[config.mk]
export PLATFORM = sky130hd
export DESIGN_NAME = edoc_ctrl
export DESIGN_NICKNAME = d
export VERILOG_FILES = /design/src/logic/edoc_pkg.sv /design/src/logic/edoc_timer.sv /design/src/logic/edoc_ctrl.sv
export SDC_FILE = /design/constraint.sdc
export NUM_CORES = 1
export LEC_CHECK = 0
export BUFFER_PORTS_ARGS = -buffer_cell sky130_fd_sc_hd__buf_2
export CAP_MARGIN = 20
export CORE_UTILIZATION = 47
export CTS_BUF_LIST = sky130_fd_sc_hd__clkbuf_8 sky130_fd_sc_hd__clkbuf_16
export CTS_CLUSTER_DIAMETER = 30
export CTS_CLUSTER_SIZE = 8
export DETAILED_ROUTE_END_ITERATION = 8
export HOLD_SLACK_MARGIN = 0.03
export PLACE_DENSITY_LB_ADDON = 0.3
export SETUP_SLACK_MARGIN = 0.1
export SYNTH_ARGS = -nofsm -noshare
export SYNTH_HDL_FRONTEND = slang
export SYNTH_SLANG_ARGS = --single-unit
[constraint.sdc]
create_clock -name clk_i -period 3.25 [get_ports clk_i]
set_clock_uncertainty 0.1 [all_clocks]
set_input_delay 0.8125 -clock clk_i [delete_from_list [all_inputs] [get_ports clk_i]]
set_output_delay 0.8125 -clock clk_i [all_outputs]
set_load 0.05 [all_outputs]
[src/logic/edoc_pkg.sv]
// Constants for the extended-output page mode memory controller.
// Assumes one 200 MHz clock and the slower of the two memory speed grades.
package edoc_pkg;

    // Clock period in picoseconds
    localparam int CLK_PERIOD_PS = 5000;

    // Memory timing figures, in ns unless named otherwise
    localparam int T_RAS_NS      = 60;     // Row active, least
    localparam int T_RASP_NS     = 100000; // Row active in page mode, most
    localparam int T_RP_NS       = 40;     // Row precharge, least
    localparam int T_CP_NS       = 10;     // Column precharge, least
    localparam int T_RCD_NS      = 20;     // Row to column strobe, least
    localparam int T_RAC_NS      = 60;     // Access from row strobe
    localparam int T_CAC_NS      = 15;     // Access from column strobe
    localparam int T_AA_NS       = 30;     // Access from column address
    localparam int T_CAS_NS      = 10;     // Column strobe pulse, least
    localparam int T_DH_NS       = 15;     // Write data hold, least
    localparam int T_CSR_NS      = 5;      // Column setup before row strobe
    localparam int T_CHR_NS      = 10;     // Column hold after row strobe
    localparam int T_REF_MS      = 16;     // Whole refresh period
    localparam int REF_ROWS      = 1024;   // Refresh cycles per period
    localparam int T_POWERUP_US  = 200;    // Pause after supply
    localparam int INIT_CYCLES   = 8;      // Wake-up row strobe cycles

    // Widths
    localparam int TMR_W  = 16;
    localparam int ADDR_W = 10;
    localparam int DATA_W = 16;

    // Read wait after column strobe: latest of the access limits
    localparam int RD_WAIT_NS =
        (T_AA_NS > T_CAC_NS) ?
        ((T_AA_NS > T_RAC_NS - T_RCD_NS) ? T_AA_NS : T_RAC_NS - T_RCD_NS) :
        ((T_CAC_NS > T_RAC_NS - T_RCD_NS) ? T_CAC_NS : T_RAC_NS - T_RCD_NS);
    localparam int WR_WAIT_NS = (T_DH_NS > T_CAS_NS) ? T_DH_NS : T_CAS_NS;

    // Least times round up to whole cycles
    localparam int RAS_CYC = (T_RAS_NS * 1000 + CLK_PERIOD_PS - 1)
                             / CLK_PERIOD_PS;
    localparam int RP_CYC  = (T_RP_NS * 1000 + CLK_PERIOD_PS - 1)
                             / CLK_PERIOD_PS;
    localparam int CP_CYC  = (T_CP_NS * 1000 + CLK_PERIOD_PS - 1)
                             / CLK_PERIOD_PS;
    localparam int RCD_CYC = (T_RCD_NS * 1000 + CLK_PERIOD_PS - 1)
                             / CLK_PERIOD_PS;
    localparam int CSR_CYC = (T_CSR_NS * 1000 + CLK_PERIOD_PS - 1)
                             / CLK_PERIOD_PS;
    localparam int CHR_CYC = (T_CHR_NS * 1000 + CLK_PERIOD_PS - 1)
                             / CLK_PERIOD_PS;
    // One extra cycle covers the capture flop setup
    localparam int RD_CYC  = (RD_WAIT_NS * 1000 + CLK_PERIOD_PS - 1)
                             / CLK_PERIOD_PS + 1;
    localparam int WR_CYC  = (WR_WAIT_NS * 1000 + CLK_PERIOD_PS - 1)
                             / CLK_PERIOD_PS;
    localparam int POWERUP_CYC = (T_POWERUP_US * 1000 * 1000
                                  + CLK_PERIOD_PS - 1) / CLK_PERIOD_PS;

    // Longest times round down
    localparam int REFI_CYC  = (T_REF_MS * 1000000 / REF_ROWS) * 1000
                               / CLK_PERIOD_PS;
    localparam int RASP_CYC  = T_RASP_NS * 1000 / CLK_PERIOD_PS;

    // Reset values
    localparam logic [3:0] INIT_CNT_RST = 4'h8;

    // Controller states, one-hot
    typedef enum logic [10:0] {
        ST_PWRUP    = 11'h001,
        ST_IDLE     = 11'h002,
        ST_ROW      = 11'h004,
        ST_COL      = 11'h008,
        ST_CASHI    = 11'h010,
        ST_OPEN     = 11'h020,
        ST_CBR_CAS  = 11'h040,
        ST_CBR_RAS  = 11'h080,
        ST_CBR_HOLD = 11'h100,
        ST_PRE      = 11'h200,
        ST_SPARE    = 11'h400
    } edoc_state_e;

endpackage : edoc_pkg

[src/logic/edoc_timer.sv]
// Down-counting interval timer used for every wait of the controller.
// Assumes a synchronous, active high reset on the shared clock.
`timescale 1ns/1ps
`default_nettype none

module edoc_timer #(
    parameter int               W       = 16,
    parameter logic [W-1:0]     RST_VAL = '0
) (
    input  wire logic           clk_i,
    input  wire logic           srst_i,
    input  wire logic           load_i,
    input  wire logic [W-1:0]   value_i,
    output logic                done_o
);

    logic [W-1:0] count;

    // Load starts a wait; done after value_i cycles
    always_ff @(posedge clk_i)
    begin
        if (srst_i)
            count <= RST_VAL;
        else if (load_i)
            count <= value_i;
        else if (count != '0)
            count <= count - W'(1);
    end

    assign done_o = (count == '0);

endmodule : edoc_timer

`default_nettype wire

[src/logic/edoc_ctrl.sv]
// Host-side controller for a 1M x 16 extended-output page mode memory.
// Assumes the memory pins are registered off-chip with no extra delay
// and the data lines are resolved from data_lines_oe_n_o by the board.
`timescale 1ns/1ps
`default_nettype none

// Functional notes
// - A cycle starts at row strobe low, ends with both strobes high.
// - Row strobe stays low at least the least row-active time.
// - New cycle waits for row and column precharge times.
// - Column address held long enough after the row strobe in reads.
// - Write data is valid by the first strobe or write enable fall.
// - 1,024 refresh cycles are issued within every 16 ms.
// - Wait 200 us after supply, then at least eight refresh cycles.
// - Row strobe held high during power-on.
// - Repeat the eight-cycle wake-up if refresh falls overdue.
// - Column-first refresh needs a byte column strobe low.
module edoc_ctrl #(
    parameter int unsigned PWRUP_CYC = edoc_pkg::POWERUP_CYC,
    parameter int unsigned RASP_CYC  = edoc_pkg::RASP_CYC
) (
    input  wire logic        clk_i,
    input  wire logic        srst_i,
    // User request port
    input  wire logic        req_valid_i,
    input  wire logic        req_write_i,
    input  wire logic [19:0] req_addr_i,
    input  wire logic [15:0] req_wdata_i,
    input  wire logic [1:0]  req_be_i,
    output logic             req_ready_o,
    output logic             rsp_valid_o,
    output logic [15:0]      rsp_rdata_o,
    output logic             init_done_o,
    // Memory pins
    output logic             row_strobe_n_o,
    output logic             low_byte_column_strobe_n_o,
    output logic             high_byte_column_strobe_n_o,
    output logic             write_enable_n_o,
    output logic             output_enable_n_o,
    output logic [9:0]       mux_address_inputs_o,
    output logic [15:0]      data_lines_o,
    output logic             data_lines_oe_n_o,
    input  wire logic [15:0] data_lines_i
);

    edoc_pkg::edoc_state_e state;
    edoc_pkg::edoc_state_e next_state;

    logic        pending;
    logic        next_pending;
    logic        accept;
    logic        consume;
    logic        start_ref;
    logic        ref_due;
    logic        ref_miss;
    logic [3:0]  init_cnt;
    logic [9:0]  cur_row;
    logic [9:0]  cur_col;
    logic        cur_we;
    logic [15:0] cur_wdata;
    logic [1:0]  cur_be;
    logic [9:0]  open_row;
    logic        op_we;
    logic [1:0]  op_be;
    logic        row_hit;
    logic        tm_load;
    logic [15:0] tm_val;
    logic        tm_done;
    logic        ras_done;
    logic        pre_done;
    logic        page_done;
    logic        refi_done;
    logic        ras_fall;

    edoc_timer #(.W(16), .RST_VAL(16'(PWRUP_CYC))) u_main_tmr (
        .clk_i   (clk_i),
        .srst_i  (srst_i),
        .load_i  (tm_load),
        .value_i (tm_val),
        .done_o  (tm_done)
    );

    edoc_timer #(.W(16)) u_ras_tmr (
        .clk_i   (clk_i),
        .srst_i  (srst_i),
        .load_i  (ras_fall),
        .value_i (16'(edoc_pkg::RAS_CYC)),
        .done_o  (ras_done)
    );

    edoc_timer #(.W(16)) u_pre_tmr (
        .clk_i   (clk_i),
        .srst_i  (srst_i),
        .load_i  (next_state == edoc_pkg::ST_PRE),
        .value_i (16'(edoc_pkg::RP_CYC)),
        .done_o  (pre_done)
    );

    // Longest page-mode row-active time
    edoc_timer #(.W(16)) u_page_tmr (
        .clk_i   (clk_i),
        .srst_i  (srst_i),
        .load_i  (ras_fall),
        .value_i (16'(RASP_CYC - edoc_pkg::RD_CYC - edoc_pkg::CP_CYC)),
        .done_o  (page_done)
    );

    // evenly spaced refresh ticks, reloaded on expiry
    edoc_timer #(.W(16)) u_refi_tmr (
        .clk_i   (clk_i),
        .srst_i  (srst_i),
        .load_i  (refi_done),
        .value_i (16'(edoc_pkg::REFI_CYC - 1)),
        .done_o  (refi_done)
    );

    assign accept   = req_valid_i & req_ready_o;
    assign row_hit  = (cur_row == open_row);
    assign ras_fall = (next_state == edoc_pkg::ST_ROW) |
                      (next_state == edoc_pkg::ST_CBR_RAS);
    assign ref_miss = refi_done & ref_due & ~start_ref;

    // Next state and wait loads
    always_comb
    begin
        next_state = state;
        tm_load    = 1'b0;
        tm_val     = 16'h0000;
        consume    = 1'b0;
        start_ref  = 1'b0;
        case (state)
            edoc_pkg::ST_PWRUP:
                if (tm_done)
                    next_state = edoc_pkg::ST_IDLE;
            edoc_pkg::ST_IDLE:
                // precharge done before the next row strobe
                if (pre_done)
                begin
                    if (ref_due || init_cnt != 4'h0)
                    begin
                        next_state = edoc_pkg::ST_CBR_CAS;
                        tm_load    = 1'b1;
                        tm_val     = 16'(edoc_pkg::CSR_CYC);
                        start_ref  = 1'b1;
                    end
                    else if (pending)
                    begin
                        next_state = edoc_pkg::ST_ROW;
                        tm_load    = 1'b1;
                        tm_val     = 16'(edoc_pkg::RCD_CYC);
                    end
                end
            edoc_pkg::ST_ROW:
                if (tm_done)
                begin
                    next_state = edoc_pkg::ST_COL;
                    tm_load    = 1'b1;
                    tm_val     = cur_we ? 16'(edoc_pkg::WR_CYC)
                                        : 16'(edoc_pkg::RD_CYC);
                    consume    = 1'b1;
                end
            edoc_pkg::ST_COL:
                if (tm_done)
                begin
                    next_state = edoc_pkg::ST_CASHI;
                    tm_load    = 1'b1;
                    tm_val     = 16'(edoc_pkg::CP_CYC);
                end
            edoc_pkg::ST_CASHI:
                // column precharge before the next column strobe
                if (tm_done)
                    next_state = edoc_pkg::ST_OPEN;
            edoc_pkg::ST_OPEN:
                // page hits reuse the open row
                if (ref_due || page_done || (pending && !row_hit))
                begin
                    // row stays active its least time
                    if (ras_done)
                        next_state = edoc_pkg::ST_PRE;
                end
                else if (pending)
                begin
                    // reads and writes mix within the row
                    next_state = edoc_pkg::ST_COL;
                    tm_load    = 1'b1;
                    tm_val     = cur_we ? 16'(edoc_pkg::WR_CYC)
                                        : 16'(edoc_pkg::RD_CYC);
                    consume    = 1'b1;
                end
            edoc_pkg::ST_CBR_CAS:
                if (tm_done)
                begin
                    next_state = edoc_pkg::ST_CBR_RAS;
                    tm_load    = 1'b1;
                    tm_val     = 16'(edoc_pkg::CHR_CYC);
                end
            edoc_pkg::ST_CBR_RAS:
                if (tm_done)
                    next_state = edoc_pkg::ST_CBR_HOLD;
            edoc_pkg::ST_CBR_HOLD:
                if (ras_done)
                    next_state = edoc_pkg::ST_PRE;
            edoc_pkg::ST_PRE:
                next_state = edoc_pkg::ST_IDLE;
            default:
                next_state = edoc_pkg::ST_PRE;
        endcase
    end

    // State register
    always_ff @(posedge clk_i)
    begin
        if (srst_i)
            state <= edoc_pkg::ST_PWRUP;
        else
            state <= next_state;
    end

    // Request holding register; one request waits at a time
    assign next_pending = (pending & ~consume) | accept;

    always_ff @(posedge clk_i)
    begin
        if (srst_i)
        begin
            pending   <= 1'b0;
            cur_row   <= 10'h000;
            cur_col   <= 10'h000;
            cur_we    <= 1'b0;
            cur_wdata <= 16'h0000;
            cur_be    <= 2'h0;
        end
        else
        begin
            pending <= next_pending;
            if (accept)
            begin
                cur_row   <= req_addr_i[19:10];
                cur_col   <= req_addr_i[9:0];
                cur_we    <= req_write_i;
                cur_wdata <= req_wdata_i;
                cur_be    <= req_be_i;
            end
        end
    end

    // Operation being carried out and its open row
    always_ff @(posedge clk_i)
    begin
        if (srst_i)
        begin
            op_we    <= 1'b0;
            op_be    <= 2'h0;
            open_row <= 10'h000;
        end
        else
        begin
            if (consume)
            begin
                op_we <= cur_we;
                op_be <= cur_be;
            end
            if (next_state == edoc_pkg::ST_ROW)
                open_row <= cur_row;
        end
    end

    // Refresh bookkeeping; a new tick wins over the clear
    always_ff @(posedge clk_i)
    begin
        if (srst_i)
        begin
            ref_due  <= 1'b0;
            init_cnt <= edoc_pkg::INIT_CNT_RST;
        end
        else
        begin
            if (refi_done)
                ref_due <= 1'b1;
            else if (start_ref)
                ref_due <= 1'b0;
            if (ref_miss)
                init_cnt <= edoc_pkg::INIT_CNT_RST;
            else if (start_ref && init_cnt != 4'h0)
                init_cnt <= init_cnt - 4'h1;
        end
    end

    // Status toward the user
    always_ff @(posedge clk_i)
    begin
        if (srst_i)
        begin
            init_done_o <= 1'b0;
            req_ready_o <= 1'b0;
        end
        else
        begin
            init_done_o <= (state != edoc_pkg::ST_PWRUP) && (init_cnt == 4'h0);
            req_ready_o <= init_done_o & (init_cnt == 4'h0) & ~next_pending;
        end
    end

    // Memory pins, set from the state being entered
    always_ff @(posedge clk_i)
    begin
        if (srst_i)
        begin
            // row strobe high from reset onward
            row_strobe_n_o              <= 1'b1;
            low_byte_column_strobe_n_o  <= 1'b1;
            high_byte_column_strobe_n_o <= 1'b1;
            write_enable_n_o            <= 1'b1;
            output_enable_n_o           <= 1'b1;
            mux_address_inputs_o        <= 10'h000;
            data_lines_o                <= 16'h0000;
            data_lines_oe_n_o           <= 1'b1;
        end
        else
        begin
            // row strobe low only inside a cycle
            row_strobe_n_o <= !(next_state == edoc_pkg::ST_ROW ||
                                next_state == edoc_pkg::ST_COL ||
                                next_state == edoc_pkg::ST_CASHI ||
                                next_state == edoc_pkg::ST_OPEN ||
                                next_state == edoc_pkg::ST_CBR_RAS ||
                                next_state == edoc_pkg::ST_CBR_HOLD);
            // both byte strobes low before the row strobe falls
            if (next_state == edoc_pkg::ST_CBR_CAS ||
                next_state == edoc_pkg::ST_CBR_RAS)
            begin
                low_byte_column_strobe_n_o  <= 1'b0;
                high_byte_column_strobe_n_o <= 1'b0;
            end
            // byte strobes follow the byte enables
            else if (next_state == edoc_pkg::ST_COL)
            begin
                low_byte_column_strobe_n_o  <= !(consume ? cur_be[0]
                                                         : op_be[0]);
                high_byte_column_strobe_n_o <= !(consume ? cur_be[1]
                                                         : op_be[1]);
            end
            else
            begin
                low_byte_column_strobe_n_o  <= 1'b1;
                high_byte_column_strobe_n_o <= 1'b1;
            end
            // write enable falls with the column strobe
            // write data driven on the same edge
            // column address held through the whole access
            if (consume)
            begin
                write_enable_n_o     <= !cur_we;
                // output enable low for reads with write high
                output_enable_n_o    <= cur_we;
                mux_address_inputs_o <= cur_col;
                data_lines_o         <= cur_wdata;
                data_lines_oe_n_o    <= !cur_we;
            end
            else if (next_state != edoc_pkg::ST_COL)
            begin
                write_enable_n_o  <= 1'b1;
                output_enable_n_o <= 1'b1;
                data_lines_oe_n_o <= 1'b1;
            end
            // row address presented with the row strobe fall
            if (next_state == edoc_pkg::ST_ROW)
                mux_address_inputs_o <= cur_row;
        end
    end

    // read data sampled once the longest access has passed
    always_ff @(posedge clk_i)
    begin
        if (srst_i)
        begin
            rsp_valid_o <= 1'b0;
            rsp_rdata_o <= 16'h0000;
        end
        else
        begin
            rsp_valid_o <= 1'b0;
            if (state == edoc_pkg::ST_COL && tm_done && !op_we)
            begin
                rsp_valid_o <= 1'b1;
                rsp_rdata_o <= data_lines_i & {{8{op_be[1]}}, {8{op_be[0]}}};
            end
        end
    end

endmodule : edoc_ctrl

`default_nettype wire

# Word-level counts from Yosys, hierarchy flattened
# Index checks and enable logic that the tools add are counted.
# Widths: inputs -> output; s select.
totals:
  regBits: 199
  inputBits: 58
  output_inout_bits: 51
op_classes:
  addsub: 6
  eq_ne: 21
  muxes: 56
  bitwise: 12
  n_reduce_logical: 46
ops:
  columns: ["operator", "count"]
  rows:
  - ["$mux 11", 12]
  - ["$pmux 11 s10", 1]
  - ["$logic_not 16->1", 5]
  - ["$reduce_bool 16->1", 5]
  - ["$sub 16x1->16 const B", 5]
  - ["$mux 16", 2]
  - ["$mux 4", 8]
  - ["$mux 15", 2]
  - ["$mux 12", 2]
  - ["$eq 11x10->1 const B", 2]
  - ["$eq 11x3->1 const B", 2]
  - ["$eq 11x4->1 const B", 2]
  - ["$eq 11x5->1 const B", 2]
  - ["$eq 11x6->1 const B", 2]
  - ["$eq 11x7->1 const B", 2]
  - ["$eq 11x8->1 const B", 2]
  - ["$eq 11x9->1 const B", 2]
  - ["$mux 1", 20]
  - ["$mux 10", 2]
  - ["$and 16x16->16", 1]
  - ["$pmux 4 s4", 1]
  - ["$reduce_bool 2->1", 8]
  - ["$eq 11x1->1 const B", 1]
  - ["$eq 11x2->1 const B", 1]
  - ["other kinds (18)", 49]

# Depth between registers and ports, before layout
logic_depth:
  ltp_word: 13
  depth_mapped: 10
  mapped_depth_nobuf: 9

# Hierarchy
# Synthesis repeated with hierarchy kept, for this count alone.
unflattened:
  hier_cells: 1148
  hier_area_um2: 9489.1
modules_own_cells:
  columns: ["module", "n_inst", "cells_per_inst", "area_per_inst_um2"]
  rows:
  - ["edoc_ctrl", 1, 582, 4899.7]
  - ["edoc_timer at u_page_tmr ...", 4, 112, 902.1]
  - ["edoc_timer at u_main_tmr", 1, 118, 980.9]

# Least setup slack after synthesis
# Ideal clock, no wire load.
synth_timing:
  path_type: "register -> register"
  startpoint: "register u_ras_tmr.count[0]"
  endpoint: "register u_ras_tmr.count[3]"
  setup_time_ps: 148
  arrival_ps: 2627
  t_required_ps: 3002
  setup_slack_ps: 375
  stages_incl_launch_ff: 11
  path_buffers: 1
  period_less_slack_ps: 2875
  path_cell_list: "dfxtp_1 > inv_1 > ha_1 > or3b_2 > nor3b_1 > a211oi_1 > a311o_1 > o32ai_2 > and2_1 > buf_6 > a31oi_1"
synth_between:
  elab_chain_len: 7
  word_cells_on_any_way: 12
synth_lines:
  columns: ["item", "line", "text"]
  rows:
  - ["start: declaration", "edoc_timer.sv:17", "logic [W-1:0] count;"]
  - ["start signal: assignment", "edoc_timer.sv:25", "count <= value_i;"]
  - ["start signal: assignment", "edoc_timer.sv:27", "count <= count - W'(1);"]
  - ["$logic_not 16->1", "edoc_timer.sv:30", "assign done_o = (count == '0);"]
  - ["$mux 11", "edoc_ctrl.sv:178, edoc_ctrl.sv:201", null]
  - ["$mux 11", "edoc_ctrl.sv:175", "if (ref_due || page_done || (pending && !row_hit))"]
  - ["$pmux 11 s10", "edoc_ctrl.sv:131", "case (state)"]
  - ["$eq 11x3->1 or $eq 11x8->1 (tied branches)", "edoc_ctrl.sv:119, edoc_ctrl.sv:120", null]
  - ["$or 1x1->1", "edoc_ctrl.sv:119", "assign ras_fall = (next_state == edoc_pkg::ST_ROW) |"]
  - ["$mux 4 or $reduce_bool 2->1 (tied branches)", null, null]
# Parallel ways exist; a longest one is shown, timed or not. The select of a mux whose other input is x is not followed.
# A chain may end at the register's enable or synchronous reset.

# Worst setup path after layout
layout_timing:
  startpoint: "register u_pre_tmr.count[7]"
  endpoint: "register low_byte_column_strobe_n_o"
layout_between:
  elab_chain_len: 6
  word_cells_on_any_way: 9
layout_lines:
  columns: ["item", "line", "text"]
  rows:
  - ["start: declaration", "edoc_timer.sv:17", null]
  - ["start signal: assignment", "edoc_timer.sv:25", null]
  - ["start signal: assignment", "edoc_timer.sv:27", null]
  - ["$logic_not 16->1 (*)", "edoc_timer.sv:30", null]
  - ["$mux 11 (*)", "edoc_ctrl.sv:137", "if (pre_done)"]
  - ["$pmux 11 s10 (*)", "edoc_ctrl.sv:131", null]
  - ["$eq 11x4->1 (tied with other cells)", "edoc_ctrl.sv:336", "else if (next_state == edoc_pkg::ST_COL)"]
  - ["$mux 1 or $logic_or 1x1->1 (tied branches)", "edoc_ctrl.sv:336, edoc_ctrl.sv:329", null]
  - ["$mux 1 (*)", "edoc_ctrl.sv:329", "if (next_state == edoc_pkg::ST_CBR_CAS ||"]
  - ["end signal: assignment", "edoc_ctrl.sv:338", "low_byte_column_strobe_n_o <= !(consume ? cur_be[0]"]
  - ["end: declaration", "edoc_ctrl.sv:36", "output logic low_byte_column_strobe_n_o,"]
# Every way passes the cells marked *; elsewhere a longest branch is shown, timed or not.

==> results.ini <==
[detailed_routing]
drc = 0
wl_per_cell_microns = 14.33
avgViaCountPerCell = 5.370
vias = 7206
final_antenna_net_count = 0
wl_microns = 19240
drtPass1Iterations = 5
drtIter0Drc = 406

[yosys]
synthCells = 1006
synth_area_sq_um = 8502
synth_seq_cells = 199
synth_edf_count = 0
synth_nets = 1072
avgSynthCellArea_sq_um = 8.451
yosys.area.top_type = dfxtp_1
synthDominantCellAreaShare = 0.4686
yosys_warnings = 0
synth-async-reset-ratio = 0
yosys.cell_types.count = 70
synth_area_leaders = dfxtp_1 47%, nand2_1 8.0%, xnor2_1 5.7%, a21oi_1 5.5%, nor2_1 5.1%
synth_seq_area_share = 0.4686
synthFlopType = dfxtp_1

[timing]
hold_viol = 0
min_period_ns = 3.002
maxSlewViolCount = 0
setup_viol = 0
fin_crit_sh = 0.9236
slew_headroom = 0.3302
max_freq_mhz = 333.1
finalSetupTns_ns = 0
hold_ws_ns = 0.3499
max_slew.worst_pin.slew_ns = 1.001
rsz0062_at_grt = yes

[critical_path]
worstSetupPathType = flip-flop to flip-flop
critPathTopFamily = compound AO/OA/AOI/OAI gates
required_ns = 3.47
path_cells = or4_4 -> or3_4 -> o41ai_4 -> o21ai_0 -> o31ai_2 -> o2111a_1 -> a21oi_1
critPathSlowestCell = or4_4
critPathCaptureType = flip-flop
slowest_delay_ns = 0.56
crit_buf_inv = 0
arrival_ns = 3.22
start_kind = flip-flop
cp_max_fo = 8

[clock_network]
hold_buffers = 0
root_buffer = clkbuf_16
clkTransAtPathRegs_ns = 0.09
cts.sinks = 199
ctsHtreeMaxLevel = 4
clk_latency_ns = 0.44
cts_buffer_depth = 2
numCtsBuffers = 17
tritoncts = done

[pwr]
finalPower_w = 0.006874
p_sw_w = 0.002302
p_per_area_nw_per_um2 = 687.0
p_leak_nw = 3.876
comb_power_share = 0.255
pwr-share-clk = 0.319
intPower_w = 0.004572
vdd.ir_drop.worst_mv = 0.3994
sw_frac_of_total = 0.3349
sequentialPowerShare = 0.427

[global_route]
antenna_found_initial = 0
track_usage = 0.2135
grt_max_degree = 70
grt-ovfl-total = 0
grt_pass1_wl_microns = 31790
grt_pass1_vias = 6669

[cells_and_area]
final_cell_mix = 199 x dfxtp_1, 181 x nand2_1, 116 x nor2_1, 107 x buf_2, 94 x a21oi_1
antenna_cells = 0
area_growth_pct = 17.69
utilization = 0.5725
final_cells = 1342
nNetsFinal = 1170
final_common_cell = dfxtp_1
final_layout_size_suffix_gt1_frac = 0.1710
fillers = 1594

[floorplanning]
die_w_microns = 136.5
die_h_microns = 136.5
design.die.area_sq_um = 18630
core_area_sq_um = 17480
ioPinCount = 109
rows = 48
start_util = 0.4865

[hold_path]
min_path_type = flip-flop to flip-flop

[placement]
gp_congestion = 0.8657
io_buffers = 108
post-place-cells = 1310
dp_hpwl_microns = 13380

[run]
drv_cap = 0

[outcome]
status = complete, no violations

## cells in the mapped netlist, types with 3 or more instances
library cell  count
a211oi_1          6
a21o_1            3
a21oi_1          94
a22o_1           17
a311oi_1          5
a31o_2            3
a31oi_1          12
a41oi_1           3
and2_1            7
and4_1            3
buf_2            10
buf_4             3
clkbuf_1         38
dfxtp_1         199
ha_1              8
inv_1            18
mux2i_1           5
nand2_1         181
nand2b_1          4
nand3_1          15
nand4_1          10
nor2_1          116
nor2b_1          10
nor3_1           39
nor3b_1           4
nor4_1           18
o21ai_0          20
o31ai_1           5
or3_1            10
or4_1            13
or4_4             3
xnor2_1          55
xor2_1           21
## cell families (layout without fill, tap and decap cells)
logic type,Yosys count,in the layout,synth area share
adders and majority gates,8,8,0.01177
and+or+nand+nor,448,448,0.2453
xor gates and xnor gates,76,76,0.07829
DFF,199,199,0.4686
other,1,1,0.0004411
buffers and inverters,72,183,0.03547
muxes,6,6,0.007211
AOI/OAI and AO/OA,196,196,0.1529
## stage by stage
step | setup WS, ns | instance area [sq um]
after floorplan | 0.3748 | 8502
after global placement | 0.1718 | 9311
after detailed placement | 0.08882 | 9311
after CTS | 0.1043 | 9950
after global routing | 0.09551 | 10010
final | 0.2483 | 10010
## worst min-delay path: cells and delay by family, from the launching register on
kind	cells	cell delay, ns
flip-flops	1	0.32
AO/OA/AOI/OAI	1	0.05
AND/OR/NAND/NOR	1	0.05
## cell type report
class | instances | area [sq um] | share of cell area
Timing Repair Buffer | 133 | 772.0 | 0.07715
Multi-Input combinational cell | 735 | 4269 | 0.4267
Clock inverter | 15 | 206.4 | 0.02063
Inverter | 18 | 67.56 | 0.006753
Clock buffer | 17 | 425.4 | 0.04252
Tap cell | 225 | 281.5 | 0.02814
Sequential cell | 199 | 3984 | 0.3982
## registers in the layout, indices dropped and copies added (netlist names), 11 cells and up
name / flops
u_refi_tmr.count: 16
data_lines_o: 16
u_ras_tmr.count: 16
u_main_tmr.count: 16
cur_wdata: 16
rsp_rdata_o: 16
state: 11
u_page_tmr.count: 16
u_pre_tmr.count: 16
## per-layer routing
| metal | vias to the layer above | track usage | part of all wire |
|---|---|---|---|
| li1 | 3679 | - | - |
| met1 | 3369 | 0.2826 | 0.48 |
| met2 | 132 | 0.3429 | 0.47 |
| met3 | 26 | 0.04333 | 0.038 |
| met4 | 0 | 0.07778 | 0.017 |
| met5 | - | 0 | 0 |
## path summary, 6_finish.rpt
kind / from / endpoint / slack (ns) / cells past startpoint
setup / recovery: u_pre_tmr.count[7] / low_byte_column_strobe_n_o / 0.25 / 7
hold / removal: data_lines_o[6] / data_lines_o[6] / 0.35 / 2
setup reg to reg: u_pre_tmr.count[7] / low_byte_column_strobe_n_o / 0.25 / 7
hold reg to reg: data_lines_o[6] / data_lines_o[6] / 0.35 / 2
## power by group through the flow
stage          Clock (W)  Combinational, W  Sequential, W
2_1_floorplan          0           0.00141        0.00294
3_3_place_gp           0           0.00171        0.00298
3_5_place_dp           0           0.00173        0.00298
4_1_cts          0.00223           0.00175        0.00293
5_1_grt          0.00234           0.00200        0.00297
6_report         0.00219           0.00175        0.00293
## repair_timing
action | CTS | global route
setup endpoints to repair | 8 | 54
buffers inserted | 0 | 0
pin swaps | 1 | 1
gates resized for setup | 2 | 10
(Power assumes the default switching activity.)
